**src/parallel_port_pkg.sv**
```systemverilog
package parallel_port_pkg;
   localparam int          ADDR_W          = 8;
   // register byte addresses
   localparam logic [7:0]  OFF_CONFIG      = 8'h00;
   localparam logic [7:0]  OFF_PORT0       = 8'h04;
   localparam logic [7:0]  OFF_PORT1       = 8'h08;
   localparam logic [7:0]  OFF_PORT2       = 8'h0C;
   localparam logic [7:0]  OFF_PIN_CONFIG  = 8'h10;
   localparam logic [7:0]  OFF_PIN_OUT     = 8'h14;
   localparam logic [7:0]  OFF_INT_STATUS  = 8'h18;
   localparam logic [7:0]  OFF_INT_MASK    = 8'h1C;
   // register indices
   localparam logic [2:0]  IDX_CONFIG      = 3'd0;
   localparam logic [2:0]  IDX_PORT0       = 3'd1;
   localparam logic [2:0]  IDX_PORT1       = 3'd2;
   localparam logic [2:0]  IDX_PORT2       = 3'd3;
   localparam logic [2:0]  IDX_PIN_CONFIG  = 3'd4;
   localparam logic [2:0]  IDX_PIN_OUT     = 3'd5;
   localparam logic [2:0]  IDX_INT_STATUS  = 3'd6;
   localparam logic [2:0]  IDX_INT_MASK    = 3'd7;
   // configuration register fields
   localparam int          CFG_WIDTH_LSB   = 0;
   localparam int          CFG_OV_BIT      = 2;
   localparam int          CFG_IS_BIT      = 3;
   localparam int          CFG_OV_POL_BIT  = 4;
   localparam int          CFG_IS_POL_BIT  = 5;
   localparam int          CFG_ENABLE_BIT  = 6;
   localparam logic [7:0]  CFG_RESET       = 8'h00;
   localparam logic [7:0]  CFG_WRITE_MASK  = 8'h73;
   // width codes
   localparam logic [1:0]  WIDTH_8         = 2'b00;
   localparam logic [1:0]  WIDTH_16        = 2'b01;
   // pin configuration: bits 3..2 drive enables, bit 7 pull-down enable
   localparam int          PIN_PD_BIT      = 7;
   localparam logic [7:0]  PIN_CONFIG_RESET = 8'h00;
   localparam logic [7:0]  PIN_OUT_RESET   = 8'h00;
   // interrupt status bits
   localparam int          IRQ_READ_BIT    = 0;
   localparam int          IRQ_WRITE_BIT   = 1;
   localparam logic [1:0]  IRQ_RESET       = 2'b00;
   // bus responses
   localparam logic [1:0]  RESP_OKAY       = 2'b00;
   localparam logic [1:0]  RESP_SLVERR     = 2'b10;
endpackage : parallel_port_pkg

```
**src/assisted_parallel_port.sv**
```systemverilog
// What this block does
// width 8, 16 or 24 via config bits 1:0
// enabled port overrides general pin configuration
// enabled: outputs push-pull, inputs no pull-down
// drive input-space flag pin as output
// drive output-valid flag pin as output
// write strobe latches incoming data
// read enable drives latched output data
// select gates both strobe and read enable
// output-valid set by port 0 write, cleared by read
// input-space set by port 0 read, cleared by strobe
// output-valid polarity bit, status opposite pin
// input-space polarity bit, status opposite pin
// read enable plus select drives data pins
// read enable rising raises interrupt
// strobe plus select fills latches, clears space
// strobe rising raises interrupt
// port 0 written last signals data ready
// port 0 read last signals space available
// port 0 low byte, ports 1, 2 upper bytes
//
// The implementer's own choices: register access over AXI4-Lite and the register addresses.
module assisted_parallel_port
   import parallel_port_pkg::*;
(
   input  wire logic              aclk,
   input  wire logic              aresetn,
   input  wire logic              clk_en,
   input  wire logic [ADDR_W-1:0] s_axi_awaddr,
   input  wire logic              s_axi_awvalid,
   output logic                   s_axi_awready,
   input  wire logic [31:0]       s_axi_wdata,
   input  wire logic [3:0]        s_axi_wstrb,
   input  wire logic              s_axi_wvalid,
   output logic                   s_axi_wready,
   output logic [1:0]             s_axi_bresp,
   output logic                   s_axi_bvalid,
   input  wire logic              s_axi_bready,
   input  wire logic [ADDR_W-1:0] s_axi_araddr,
   input  wire logic              s_axi_arvalid,
   output logic                   s_axi_arready,
   output logic [31:0]            s_axi_rdata,
   output logic [1:0]             s_axi_rresp,
   output logic                   s_axi_rvalid,
   input  wire logic              s_axi_rready,
   input  wire logic [23:0]       data_in,
   output logic [23:0]            data_out,
   output logic [23:0]            data_oe,
   input  wire logic              write_strobe_n,
   input  wire logic              read_enable_n,
   input  wire logic              select_n,
   output logic                   input_space_flag_pin,
   output logic                   input_space_flag_oe,
   output logic                   output_valid_flag_pin,
   output logic                   output_valid_flag_oe,
   output logic [2:0]             input_pulldown_en,
   output logic                   irq
);

   function automatic logic [3:0] decode(input logic [ADDR_W-1:0] a);
      logic [3:0] r;
      r = 4'b0000;
      unique case (a)
         OFF_CONFIG:     r = {1'b1, IDX_CONFIG};
         OFF_PORT0:      r = {1'b1, IDX_PORT0};
         OFF_PORT1:      r = {1'b1, IDX_PORT1};
         OFF_PORT2:      r = {1'b1, IDX_PORT2};
         OFF_PIN_CONFIG: r = {1'b1, IDX_PIN_CONFIG};
         OFF_PIN_OUT:    r = {1'b1, IDX_PIN_OUT};
         OFF_INT_STATUS: r = {1'b1, IDX_INT_STATUS};
         OFF_INT_MASK:   r = {1'b1, IDX_INT_MASK};
         default:        r = 4'b0000;
      endcase
      return r;
   endfunction : decode

   // pin synchronisers
   logic [23:0] data_meta;
   logic [23:0] data_sync;
   logic [2:0]  ctl_meta;
   logic [2:0]  ctl_sync;

   // write channel state
   logic [ADDR_W-1:0] aw_addr;
   logic              aw_full;
   logic [31:0]       w_data;
   logic [3:0]        w_strb;
   logic              w_full;

   // registers and port state
   logic [7:0] cfg;
   logic [7:0] pin_config;
   logic [7:0] pin_out;
   logic [1:0] int_status;
   logic [1:0] int_mask;
   logic [7:0] out_latch [3];
   logic [7:0] in_latch [3];
   logic       out_valid;
   logic       in_space;
   logic       read_seen;
   logic       write_seen;

   // bus decode
   wire logic [3:0] wdec      = decode(aw_addr);
   wire logic [3:0] rdec      = decode(s_axi_araddr);
   wire logic       wr_fire   = aw_full & w_full & ~s_axi_bvalid;
   wire logic       wr_lane0  = wr_fire & wdec[3] & w_strb[0];
   wire logic [7:0] wr_byte   = w_data[7:0];
   wire logic       rd_fire   = s_axi_arvalid & s_axi_arready;
   wire logic       wr_cfg    = wr_lane0 & (wdec[2:0] == IDX_CONFIG);
   wire logic       wr_port0  = wr_lane0 & (wdec[2:0] == IDX_PORT0);
   wire logic       wr_port1  = wr_lane0 & (wdec[2:0] == IDX_PORT1);
   wire logic       wr_port2  = wr_lane0 & (wdec[2:0] == IDX_PORT2);
   wire logic       wr_pcfg   = wr_lane0 & (wdec[2:0] == IDX_PIN_CONFIG);
   wire logic       wr_pout   = wr_lane0 & (wdec[2:0] == IDX_PIN_OUT);
   wire logic       wr_mask   = wr_lane0 & (wdec[2:0] == IDX_INT_MASK);
   wire logic       rd_port0  = rd_fire & rdec[3] & (rdec[2:0] == IDX_PORT0);
   wire logic       rd_status = rd_fire & rdec[3] & (rdec[2:0] == IDX_INT_STATUS);

   // port side decode
   wire logic       enabled    = cfg[CFG_ENABLE_BIT];
   wire logic [1:0] width      = cfg[CFG_WIDTH_LSB +: 2];
   wire logic       ov_pol     = cfg[CFG_OV_POL_BIT];
   wire logic       is_pol     = cfg[CFG_IS_POL_BIT];
   wire logic       strobe_lo  = ~ctl_sync[0];
   wire logic       oe_lo      = ~ctl_sync[1];
   wire logic       sel_lo     = ~ctl_sync[2];
   wire logic       read_act   = enabled & oe_lo & sel_lo;
   wire logic       write_act  = enabled & strobe_lo & sel_lo;
   wire logic       read_done  = read_seen & ~oe_lo;
   wire logic       write_done = write_seen & ~strobe_lo;
   wire logic [2:0] lanes      = (width == WIDTH_8)  ? 3'b001 :
                                 (width == WIDTH_16) ? 3'b011 : 3'b111;

   // next values
   wire logic       next_out_valid = wr_port0 | (out_valid & ~read_act);
   wire logic       next_in_space  = rd_port0 | (in_space & ~write_act);
   wire logic [1:0] next_status    = {write_done, read_done} |
                                     (rd_status ? 2'b00 : int_status);
   wire logic [1:0] next_mask      = wr_mask ? wr_byte[1:0] : int_mask;
   wire logic [7:0] next_cfg       = wr_cfg ? (wr_byte & CFG_WRITE_MASK) : cfg;
   wire logic [7:0] next_pcfg      = wr_pcfg ? wr_byte : pin_config;
   wire logic [7:0] next_pout      = wr_pout ? wr_byte : pin_out;
   wire logic       next_en        = next_cfg[CFG_ENABLE_BIT];
   wire logic       next_is_pin    = next_cfg[CFG_IS_POL_BIT] ? ~next_in_space : next_in_space;
   wire logic       next_ov_pin    = next_cfg[CFG_OV_POL_BIT] ? ~next_out_valid : next_out_valid;

   // read data mux
   logic [7:0] rd_byte;
   always_comb begin
      rd_byte = 8'h00;
      unique case (rdec[2:0])
         IDX_CONFIG:     rd_byte = {cfg[7:4], ~(is_pol ? ~in_space : in_space),
                                    ~(ov_pol ? ~out_valid : out_valid), cfg[1:0]};
         IDX_PORT0:      rd_byte = in_latch[0];
         IDX_PORT1:      rd_byte = in_latch[1];
         IDX_PORT2:      rd_byte = in_latch[2];
         IDX_PIN_CONFIG: rd_byte = pin_config;
         IDX_PIN_OUT:    rd_byte = pin_out;
         IDX_INT_STATUS: rd_byte = {6'b00_0000, int_status};
         IDX_INT_MASK:   rd_byte = {6'b00_0000, int_mask};
      endcase
   end

   // synchronisers
   always_ff @(posedge aclk) begin
      if (!aresetn) begin
         data_meta <= 24'h00_0000;
         data_sync <= 24'h00_0000;
         ctl_meta  <= 3'b111;
         ctl_sync  <= 3'b111;
      end else if (clk_en) begin
         data_meta <= data_in;
         data_sync <= data_meta;
         ctl_meta  <= {select_n, read_enable_n, write_strobe_n};
         ctl_sync  <= ctl_meta;
      end
   end

   // write address and data channels, taken in either order
   always_ff @(posedge aclk) begin
      if (!aresetn) begin
         aw_full       <= 1'b0;
         w_full        <= 1'b0;
         aw_addr       <= '0;
         w_data        <= 32'h0000_0000;
         w_strb        <= 4'h0;
         s_axi_awready <= 1'b0;
         s_axi_wready  <= 1'b0;
         s_axi_bvalid  <= 1'b0;
         s_axi_bresp   <= RESP_OKAY;
      end else if (clk_en) begin
         if (s_axi_awvalid & s_axi_awready) begin
            aw_addr <= s_axi_awaddr;
            aw_full <= 1'b1;
         end
         if (s_axi_wvalid & s_axi_wready) begin
            w_data <= s_axi_wdata;
            w_strb <= s_axi_wstrb;
            w_full <= 1'b1;
         end
         s_axi_awready <= ~(aw_full | (s_axi_awvalid & s_axi_awready)) & ~s_axi_bvalid;
         s_axi_wready  <= ~(w_full | (s_axi_wvalid & s_axi_wready)) & ~s_axi_bvalid;
         if (wr_fire) begin
            aw_full       <= 1'b0;
            w_full        <= 1'b0;
            s_axi_awready <= 1'b0;
            s_axi_wready  <= 1'b0;
            s_axi_bvalid  <= 1'b1;
            s_axi_bresp   <= wdec[3] ? RESP_OKAY : RESP_SLVERR;
         end else if (s_axi_bvalid & s_axi_bready) begin
            s_axi_bvalid <= 1'b0;
         end
      end
   end

   // read channel
   always_ff @(posedge aclk) begin
      if (!aresetn) begin
         s_axi_arready <= 1'b0;
         s_axi_rvalid  <= 1'b0;
         s_axi_rdata   <= 32'h0000_0000;
         s_axi_rresp   <= RESP_OKAY;
      end else if (clk_en) begin
         s_axi_arready <= ~s_axi_rvalid & ~rd_fire;
         if (rd_fire) begin
            s_axi_rvalid <= 1'b1;
            s_axi_rdata  <= {24'h00_0000, rdec[3] ? rd_byte : 8'h00};
            s_axi_rresp  <= rdec[3] ? RESP_OKAY : RESP_SLVERR;
         end else if (s_axi_rvalid & s_axi_rready) begin
            s_axi_rvalid <= 1'b0;
         end
      end
   end

   // configuration, flags and interrupt
   always_ff @(posedge aclk) begin
      if (!aresetn) begin
         cfg        <= CFG_RESET;
         pin_config <= PIN_CONFIG_RESET;
         pin_out    <= PIN_OUT_RESET;
         int_status <= IRQ_RESET;
         int_mask   <= IRQ_RESET;
         out_valid  <= 1'b0;
         in_space   <= 1'b0;
         read_seen  <= 1'b0;
         write_seen <= 1'b0;
         irq        <= 1'b0;
      end else if (clk_en) begin
         cfg        <= next_cfg;
         pin_config <= next_pcfg;
         pin_out    <= next_pout;
         int_status <= next_status;
         int_mask   <= next_mask;
         out_valid  <= next_out_valid;
         in_space   <= next_in_space;
         read_seen  <= read_act | (read_seen & oe_lo);
         write_seen <= write_act | (write_seen & strobe_lo);
         irq        <= |(next_status & next_mask);
      end
   end

   // data latches, each byte lane on its own
   always_ff @(posedge aclk) begin
      if (!aresetn) begin
         for (int i = 0; i < 3; i++) begin
            out_latch[i] <= 8'h00;
            in_latch[i]  <= 8'h00;
         end
      end else if (clk_en) begin
         if (wr_port0) out_latch[0] <= wr_byte;
         if (wr_port1) out_latch[1] <= wr_byte;
         if (wr_port2) out_latch[2] <= wr_byte;
         for (int i = 0; i < 3; i++) begin
            if (write_act & lanes[i]) in_latch[i] <= data_sync[8*i +: 8];
         end
      end
   end

   // pin drivers
   always_ff @(posedge aclk) begin
      if (!aresetn) begin
         data_out              <= 24'h00_0000;
         data_oe               <= 24'h00_0000;
         input_space_flag_pin  <= 1'b0;
         input_space_flag_oe   <= 1'b0;
         output_valid_flag_pin <= 1'b0;
         output_valid_flag_oe  <= 1'b0;
         input_pulldown_en     <= 3'b000;
      end else if (clk_en) begin
         data_out <= {out_latch[2], out_latch[1], out_latch[0]};
         for (int i = 0; i < 3; i++) begin
            data_oe[8*i +: 8] <= {8{read_act & lanes[i]}};
         end
         if (next_en) begin
            input_space_flag_pin  <= next_is_pin;
            input_space_flag_oe   <= 1'b1;
            output_valid_flag_pin <= next_ov_pin;
            output_valid_flag_oe  <= 1'b1;
            input_pulldown_en     <= 3'b000;
         end else begin
            input_space_flag_pin  <= next_pout[2];
            input_space_flag_oe   <= next_pcfg[2];
            output_valid_flag_pin <= next_pout[3];
            output_valid_flag_oe  <= next_pcfg[3];
            input_pulldown_en     <= {3{next_pcfg[PIN_PD_BIT]}};
         end
      end
   end
endmodule : assisted_parallel_port

```
**config.mk**
```make
export PLATFORM = sky130hd
export DESIGN_NAME = assisted_parallel_port
export DESIGN_NICKNAME = d
export VERILOG_FILES = /design/src/parallel_port_pkg.sv /design/src/assisted_parallel_port.sv
export SDC_FILE = /design/constraint.sdc
export NUM_CORES = 1
export LEC_CHECK = 0
export ABC_CLOCK_PERIOD_IN_PS = 3400
export BUFFER_PORTS_ARGS = -buffer_cell sky130_fd_sc_hd__buf_2
export CORE_AREA = 10 10 197 199
export DETAILED_ROUTE_END_ITERATION = 7
export DIE_AREA = 0 0 207 209
export GPL_ROUTABILITY_DRIVEN = 0
export HOLD_SLACK_MARGIN = 0.12
export SYNTH_ARGS = -nofsm -noshare
export SYNTH_HDL_FRONTEND = slang
export SYNTH_SLANG_ARGS = --single-unit
```
**constraint.sdc**
```tcl
create_clock -name aclk -period 3.4 [get_ports aclk]
set_input_delay 0.51 -clock aclk [delete_from_list [all_inputs] [get_ports aclk]]
set_output_delay 0.51 -clock aclk [all_outputs]
set_load 0.1 [all_outputs]
```
==> impl_metrics.csv, run 1 <==
group,metric,value,unit
run_status,status,"finished clean",
setup_path,path_buf_inv,0,
routing,initial_drc_count,375,
clocking,cts.repair.resized,0,
clocking,cts_made_buffers,23,
sta,timing.final.hold_violations,0,
setup_path,critical_path.slowest_cell,"or4b_4",
synthesis,syn_avg_cell_area,10.58,µm²
placed_design,numPortBuffers,130,
global_routing,grt_busiest_layer,"met2",
finish,finalNonFillerCells,1388,
setup_path,worst_setup_path_end_kind,"register",
synthesis,yosys_warnings,0,
global_routing,grtUsageMet1,12.75,%
power_and_ir_drop,leakage,4.310,nW
clocking,cts-htree-levels,1,
setup_path,worstPathMaxFanout,8,
routing,drt-vias-per-instance,4.263,
setup_path,cp-start-kind,"register",
global_routing,overflow,0,
routing,drtPass1Iterations,5,
clocking,clk_latency,0.53,ns
synthesis,ys_seq_elements,202,
clocking,cts_hold_repair.buffers,0,
routing,drc_errors,0,
floorplanning,core_area,35050,µm²
synthesis,yosysSeqAreaShare,52.79,%
min_path,min_from,"select_n",
clocking,cts.clk_slew.worst_paths,0.06,ns
power_and_ir_drop,ir_worst_vdd,345.8,µV
power_and_ir_drop,power_frac_comb,10.1,%
sta,setup-violations-final,0,
global_routing,gr-usage-met3,3.012,%
global_routing,grt_pass1_wl,34640,µm
power_and_ir_drop,p_seq_share,46.0,%
floorplanning,die_w,207,µm
placed_design,place_inst,1343,
min_path,whs_path_depth,3,
sta,timing.fmax,417.3,MHz
floorplanning,initial_util,24.45,%
finish,final_nets,994,
clocking,postCtsSetupRepairBufs,0,
global_routing,grtUsageTotal,9.933,%
global_routing,grt_antenna_before_repair,6,
setup_path,critical_path.max_stage_delay,0.59,ns
clocking,clk_root_buffer_cell,"clkbuf_16",
finish,fraction_of_final_layout_cells_sized_beyond_drive_strength_1,21.00,%
clocking,cts_buffer_depth,3,
placed_design,dp_hpwl,16510,µm
global_routing,met2_usage,15.93,%
setup_path,setup.reg_to_reg.worst_slack,1.00,ns
setup_path,crit_required,3.57,ns
synthesis,number_of_synthesized_flops_with_an_enable_pin,48,
sta,grt_setup_unrepaired,"false",
floorplanning,placementRows,69,
floorplanning,io_pins,184,
routing,route.antenna.remaining_nets,0,
finish,area.growth.synth_to_final,19.10,%
sta,worst_max_slew_pin_slew,0.8080,ns
setup_path,crit-reg2reg-capture,"out_latch[0][5]$_DFFE_PP_",
placed_design,dpl-instance-area,9448,µm²
sta,setup-tns-final,0,ns
finish,postLayoutCoreUtil,29.12,%
global_routing,grt_pass1_vias,5715,
sta,finalHoldWorstSlack,0.2142,ns
floorplanning,dieArea,43260,µm²
power_and_ir_drop,net-switching-power,1.506,mW
routing,wirelength,22720,µm
floorplanning,die_y,209,µm
routing,route.detailed.wl_per_inst,16.37,µm
setup_path,worst_path_dominant_cell_family,"simple AND/OR/NAND/NOR gates",
setup_path,worstSetupPathType,"reg -> reg",
power_and_ir_drop,sw_frac_of_total,26.92,%
synthesis,synth.cell_area,8571,µm²
sta,finalCriticalPeriod,2.396,ns
run,maxCapViolations,0,
routing,dr_total_vias,5917,
synthesis,postSynth.topFlopCell,"dfxtp_1",
synthesis,synth.distinct_cells,52,
setup_path,worst_r2r_startpoint,"aw_addr[7]$_SDFFE_PN0P_",
power_and_ir_drop,clock_power_share,43.9,%
setup_path,worst_ep_arrival_time,2.56,ns
synthesis,asyncSetResetFlopFracSynth,0,%
global_routing,grt_max_degree,56,
min_path,whs_endpoint,"ctl_meta[2]$_SDFFE_PN1P_",
setup_path,worstRegToRegCells,4,
finish,layout.cells.most_common,"dfxtp_1",
sta,skew,0.03142,ns
synthesis,synthesis.instances,810,
min_path,worstHoldPathType,"in -> reg",
clocking,tritoncts,"yes",
finish,most-common-layout-cells,"dfxtp_1, buf_2, nor2b_1",
sta,drv_slew,0,
power_and_ir_drop,internal-power,4.088,mW
clocking,clock_sink_count,202,
setup_path,timing.critical_path.cells,"or4b_4 > nor3_1 > nand3_1 > nand2_1",
sta,max-slew-margin-rel,45.40,%
power_and_ir_drop,power.density,548.1,nW/µm²
sta,layout_worst_path_cycle_share,70.48,%
finish,design_area,10210,µm²
==> how the worst max path moves through the flow <==
stage | startpoint | endpoint | slack (ns) | cells past startpoint
5_1_grt | aw_addr[7]$_SDFFE_PN0P_ | out_latch[0][4]$_DFFE_PP_ | 0.85 | 4
6_report | aw_addr[7]$_SDFFE_PN0P_ | out_latch[0][5]$_DFFE_PP_ | 1.00 | 4
3_3_place_gp | clk_en | pin_config[4]$_SDFFE_PN0P_ | 0.83 | 5
2_1_floorplan | s_axi_bvalid$_SDFFE_PN0P_ | out_latch[1][0]$_DFFE_PP_ | 0.84 | 4
3_5_place_dp | clk_en | pin_config[5]$_SDFFE_PN0P_ | 0.79 | 5
4_1_cts | aw_addr[7]$_SDFFE_PN0P_ | out_latch[0][4]$_DFFE_PP_ | 1.00 | 4
==> layer usage <==
metal | routed length (µm) | vias up
li1 | - | 2927
met1 | 10370 | 2800
met4 | 355 | 6
met5 | 46 | -
met3 | 1497 | 31
met2 | 10450 | 153
==> area by class of cell <==
type,count,area [µm²]
Tap cell,461,576.8
Sequential cell,202,4524
Timing Repair Buffer,143,753.2
Antenna cell,3,7.507
Clock buffer,30,633.1
Inverter,11,41.29
Multi-Input combinational cell,526,3552
Fill cell,3677,24840
Clock inverter,12,118.9
==> cells by family (layout without fill, tap and decap cells) <==
group	Yosys count	after routing	synth area share (%)
AND/OR/NAND/NOR	287	287	18.36
buffers and inverters	107	196	6.861
AO/OA/AOI/OAI	102	102	8.891
XOR/XNOR	4	4	0.4088
multiplexers	107	107	12.64
other	1	29	0.04375
flip-flops	202	202	52.79
==> metrics by stage <==
step           power [mW]  setup slack, ns
3_5_place_dp        3.196           0.7897
4_1_cts             5.670            1.004
2_1_floorplan       3.085           0.8448
5_1_grt             5.812           0.8486
6_report            5.595            1.004
3_3_place_gp        3.188           0.8303
==> registers in the layout, indices dropped and copies added, names as in the netlist, 2 cells and up, named ones only <==
signal       flops
ctl_sync         3
aw_addr          8
ctl_meta         3
in_latch        24
int_mask         2
s_axi_rdata      8
int_status       2
data_oe          3
pin_out          8
data_sync       24
w_data           8
data_out        24
cfg              5
out_latch       24
data_meta       24
pin_config       8
==> worst register-to-register path: stages (launching register included) <==
cell     delay [ns]
dfxtp_1        0.32
or4b_4         0.59
nor3_1         0.44
nand3_1        0.24
nand2_1        0.47
==> cell usage after synthesis (11+ instances only) <==
master,instances,area share (%)
dfxtp_1,154,36
nor2b_1,103,7.5
mux2i_1,100,12
nand2_1,90,3.9
buf_4,49,4.3
edfxtp_1,48,17
clkbuf_1,38,1.7
a21boi_0,37,3.2
and3_1,27,2.0
o21ai_0,15,0.88
nor2_1,14,0.61
inv_1,11,0.48
==> power groups by stage <==
| stage | clock network [mW] | registers [mW] | logic (mW) |
|---|---|---|---|
| floorplan | 0 | 2.73 | 0.351 |
| global placement | 0 | 2.63 | 0.561 |
| detailed placement | 0 | 2.63 | 0.566 |
| CTS | 2.53 | 2.58 | 0.567 |
| global route | 2.63 | 2.58 | 0.599 |
| finish | 2.46 | 2.58 | 0.563 |
(Power assumes the default switching activity.)
==> inputs of run 2 (changes only) <==
Settings changed: ABC_CLOCK_PERIOD_IN_PS 3400 to 2200.
Clock period 3.4 ns to 2.2 ns, I/O delays scaled along.
==> impl_metrics.csv, run 2 (synthesis gave the netlist of run 1 again) <==
group,metric,value,unit
finish,finalNonFillerCells,1441,
routing,initial_drc_count,338,
setup_path,cpMostUsedCell,"buf_4",
setup_path,worst_setup_path_end_kind,"register",
routing,dr_total_vias,6095,
routing,wirelength,22850,µm
sta,drv_slew,0,
sta,finalCriticalPeriod,2.178,ns
clocking,tritoncts,"yes",
clocking,clock_sink_count,202,
setup_path,worst_r2r_startpoint,"aw_addr[7]$_SDFFE_PN0P_",
setup_path,worstPathMaxFanout,8,
sta,skew,0.01097,ns
floorplanning,initial_util,24.45,%
routing,drc_errors,0,
finish,final_nets,1050,
sta,layout_worst_path_cycle_share,99.00,%
setup_path,cp-start-kind,"register",
sta,setup-violations-final,0,
setup_path,timing.critical_path.cells,"or4b_4 > buf_4 > nor3_1 > buf_4 > nor3b_1 > buf_4 > and2_1",
sta,timing.final.hold_violations,0,
floorplanning,core_area,35050,µm²
clocking,clk_root_buffer_cell,"clkbuf_16",
clocking,cts-htree-levels,1,
floorplanning,die_y,209,µm
floorplanning,die_w,207,µm
min_path,whs_path_depth,3,
placed_design,place_inst,1357,
finish,design_area,10750,µm²
routing,drtPass1Iterations,5,
finish,num-fill-cells,3675,
finish,fraction_of_final_layout_cells_sized_beyond_drive_strength_1,21.55,%
sta,max-slew-margin-rel,56.94,%
global_routing,overflow,0,
setup_path,critical_path.slowest_cell,"or4b_4",
sta,timing.fmax,459.1,MHz
min_path,min_from,"data_in[4]",
setup_path,worst_path_dominant_cell_family,"simple AND/OR/NAND/NOR gates",
global_routing,grt_pass1_vias,6028,
min_path,worstHoldPathType,"in -> reg",
finish,most-common-layout-cells,"dfxtp_1, buf_2, nor2b_1",
setup_path,worstRegToRegCells,7,
clocking,cts_buffer_depth,3,
placed_design,dp_hpwl,17110,µm
run,maxCapViolations,0,
floorplanning,io_pins,184,
setup_path,critical_path.max_stage_delay,0.55,ns
floorplanning,placementRows,69,
finish,layout.cells.most_common,"dfxtp_1",
setup_path,crit_required,2.54,ns
sta,grt_setup_unrepaired,"true",
routing,route.detailed.wl_per_inst,15.86,µm
setup_path,worstSetupPathDepth,7,
power_and_ir_drop,ir_worst_vdd,497.2,µV
run_status,status,"finished clean",
power_and_ir_drop,leakage,4.576,nW
floorplanning,dieArea,43260,µm²
power_and_ir_drop,power.density,804.4,nW/µm²
routing,route.antenna.remaining_nets,0,
placed_design,dpl-instance-area,9579,µm²
sta,worst_max_slew_pin_slew,0.6458,ns
setup_path,worstSetupPathType,"reg -> reg",
sta,setup-tns-final,0,ns
routing,drt-vias-per-instance,4.230,
global_routing,grtUsageTotal,10.09,%
setup_path,path_buf_inv,3,
clocking,cts_made_buffers,23,
global_routing,grt_antenna_before_repair,2,
setup_path,critPathLaunch,"aw_addr[7]$_SDFFE_PN0P_",
global_routing,grt_max_degree,100,
clocking,cts.clk_slew.worst_paths,0.06,ns
setup_path,worst_ep_arrival_time,2.51,ns
clocking,clk_latency,0.50,ns
placed_design,numPortBuffers,130,
finish,area.growth.synth_to_final,25.37,%
global_routing,grt_pass1_wl,35470,µm
-- run 2: cell types whose count changed in the layout (fill, tap and decap cells not counted), moves of 2 or more --
cell,before,now
dlygate4sd3_1,0,41
buf_4,15,28
and2_4,0,2
buf_12,0,2
and2_1,10,8
diode_2,3,1
clkbuf_8,1,3
clkinvlp_4,3,0
o21ai_0,15,13
o21ai_1,0,2
-- run 2: path summary, 6_finish.rpt --
check / to / slack (ns)
setup / recovery: out_latch[0][3]$_DFFE_PP_ / 0.02
hold / removal: data_meta[4]$_SDFFE_PN0P_ / 0.12
setup reg to reg: out_latch[0][3]$_DFFE_PP_ / 0.02
hold reg to reg: aw_addr[1]$_SDFFE_PN0P_ / 0.46
-- run 2: tightest hold or removal path: cells and delay by family --
family,cells,cell delay [ns]
muxes,1,0.06
and+or+nand+nor,1,0.10
buffers and inverters,1,0.09
-- run 2: metal layers --
layer	share of wire, %	global-route usage, %	vias up
li1	-	-	3047
met1	47	13.32	2853
met2	45	15.97	157
met3	6.3	2.580	36
met4	2.4	2.744	2
met5	0.057	0	-
-- run 2: report_power, final --
group | total [mW] | internal (mW) | leakage, nW | switching (mW)
Clock | 3.72 | 2.23 | 0.371 | 1.48
Sequential | 3.98 | 3.91 | 1.75 | 0.0735
Combinational | 0.943 | 0.286 | 2.46 | 0.657
-- run 2: layout make-up --
cell class                 count  area [µm²]  area share (%)
antenna                        1       2.502         0.02329
inverter                      11       41.29          0.3843
multi-input combinational    526        3557           33.10
sequential                   202        4526           42.12
timing repair buffer         199        1301           12.11
clock inverter                 8       72.57          0.6754
tap                          461       576.8           5.368
clock buffer                  33       668.1           6.218
-- run 2: repair_timing --
item / in CTS / in global routing
resized for setup: 0 / 2
endpoints found under the hold margin: 41 / 0
hold buffers: 41 / 0
setup buffers: 0 / 1
setup endpoints to repair: 0 / 18
-- run 2: through the flow --
step                      hold WS (ns)  setup WS, ns  util [%]  power (mW)
after floorplan                 0.4322       0.04753         -       4.768
after global placement          0.4460       0.06261     27.33       4.945
after detailed placement        0.4535       0.03969     27.33       4.957
after CTS                       0.1204       0.01615     30.61       8.762
after global routing            0.1208      -0.02681     30.66       8.979
final                           0.1200       0.02197     30.66       8.644
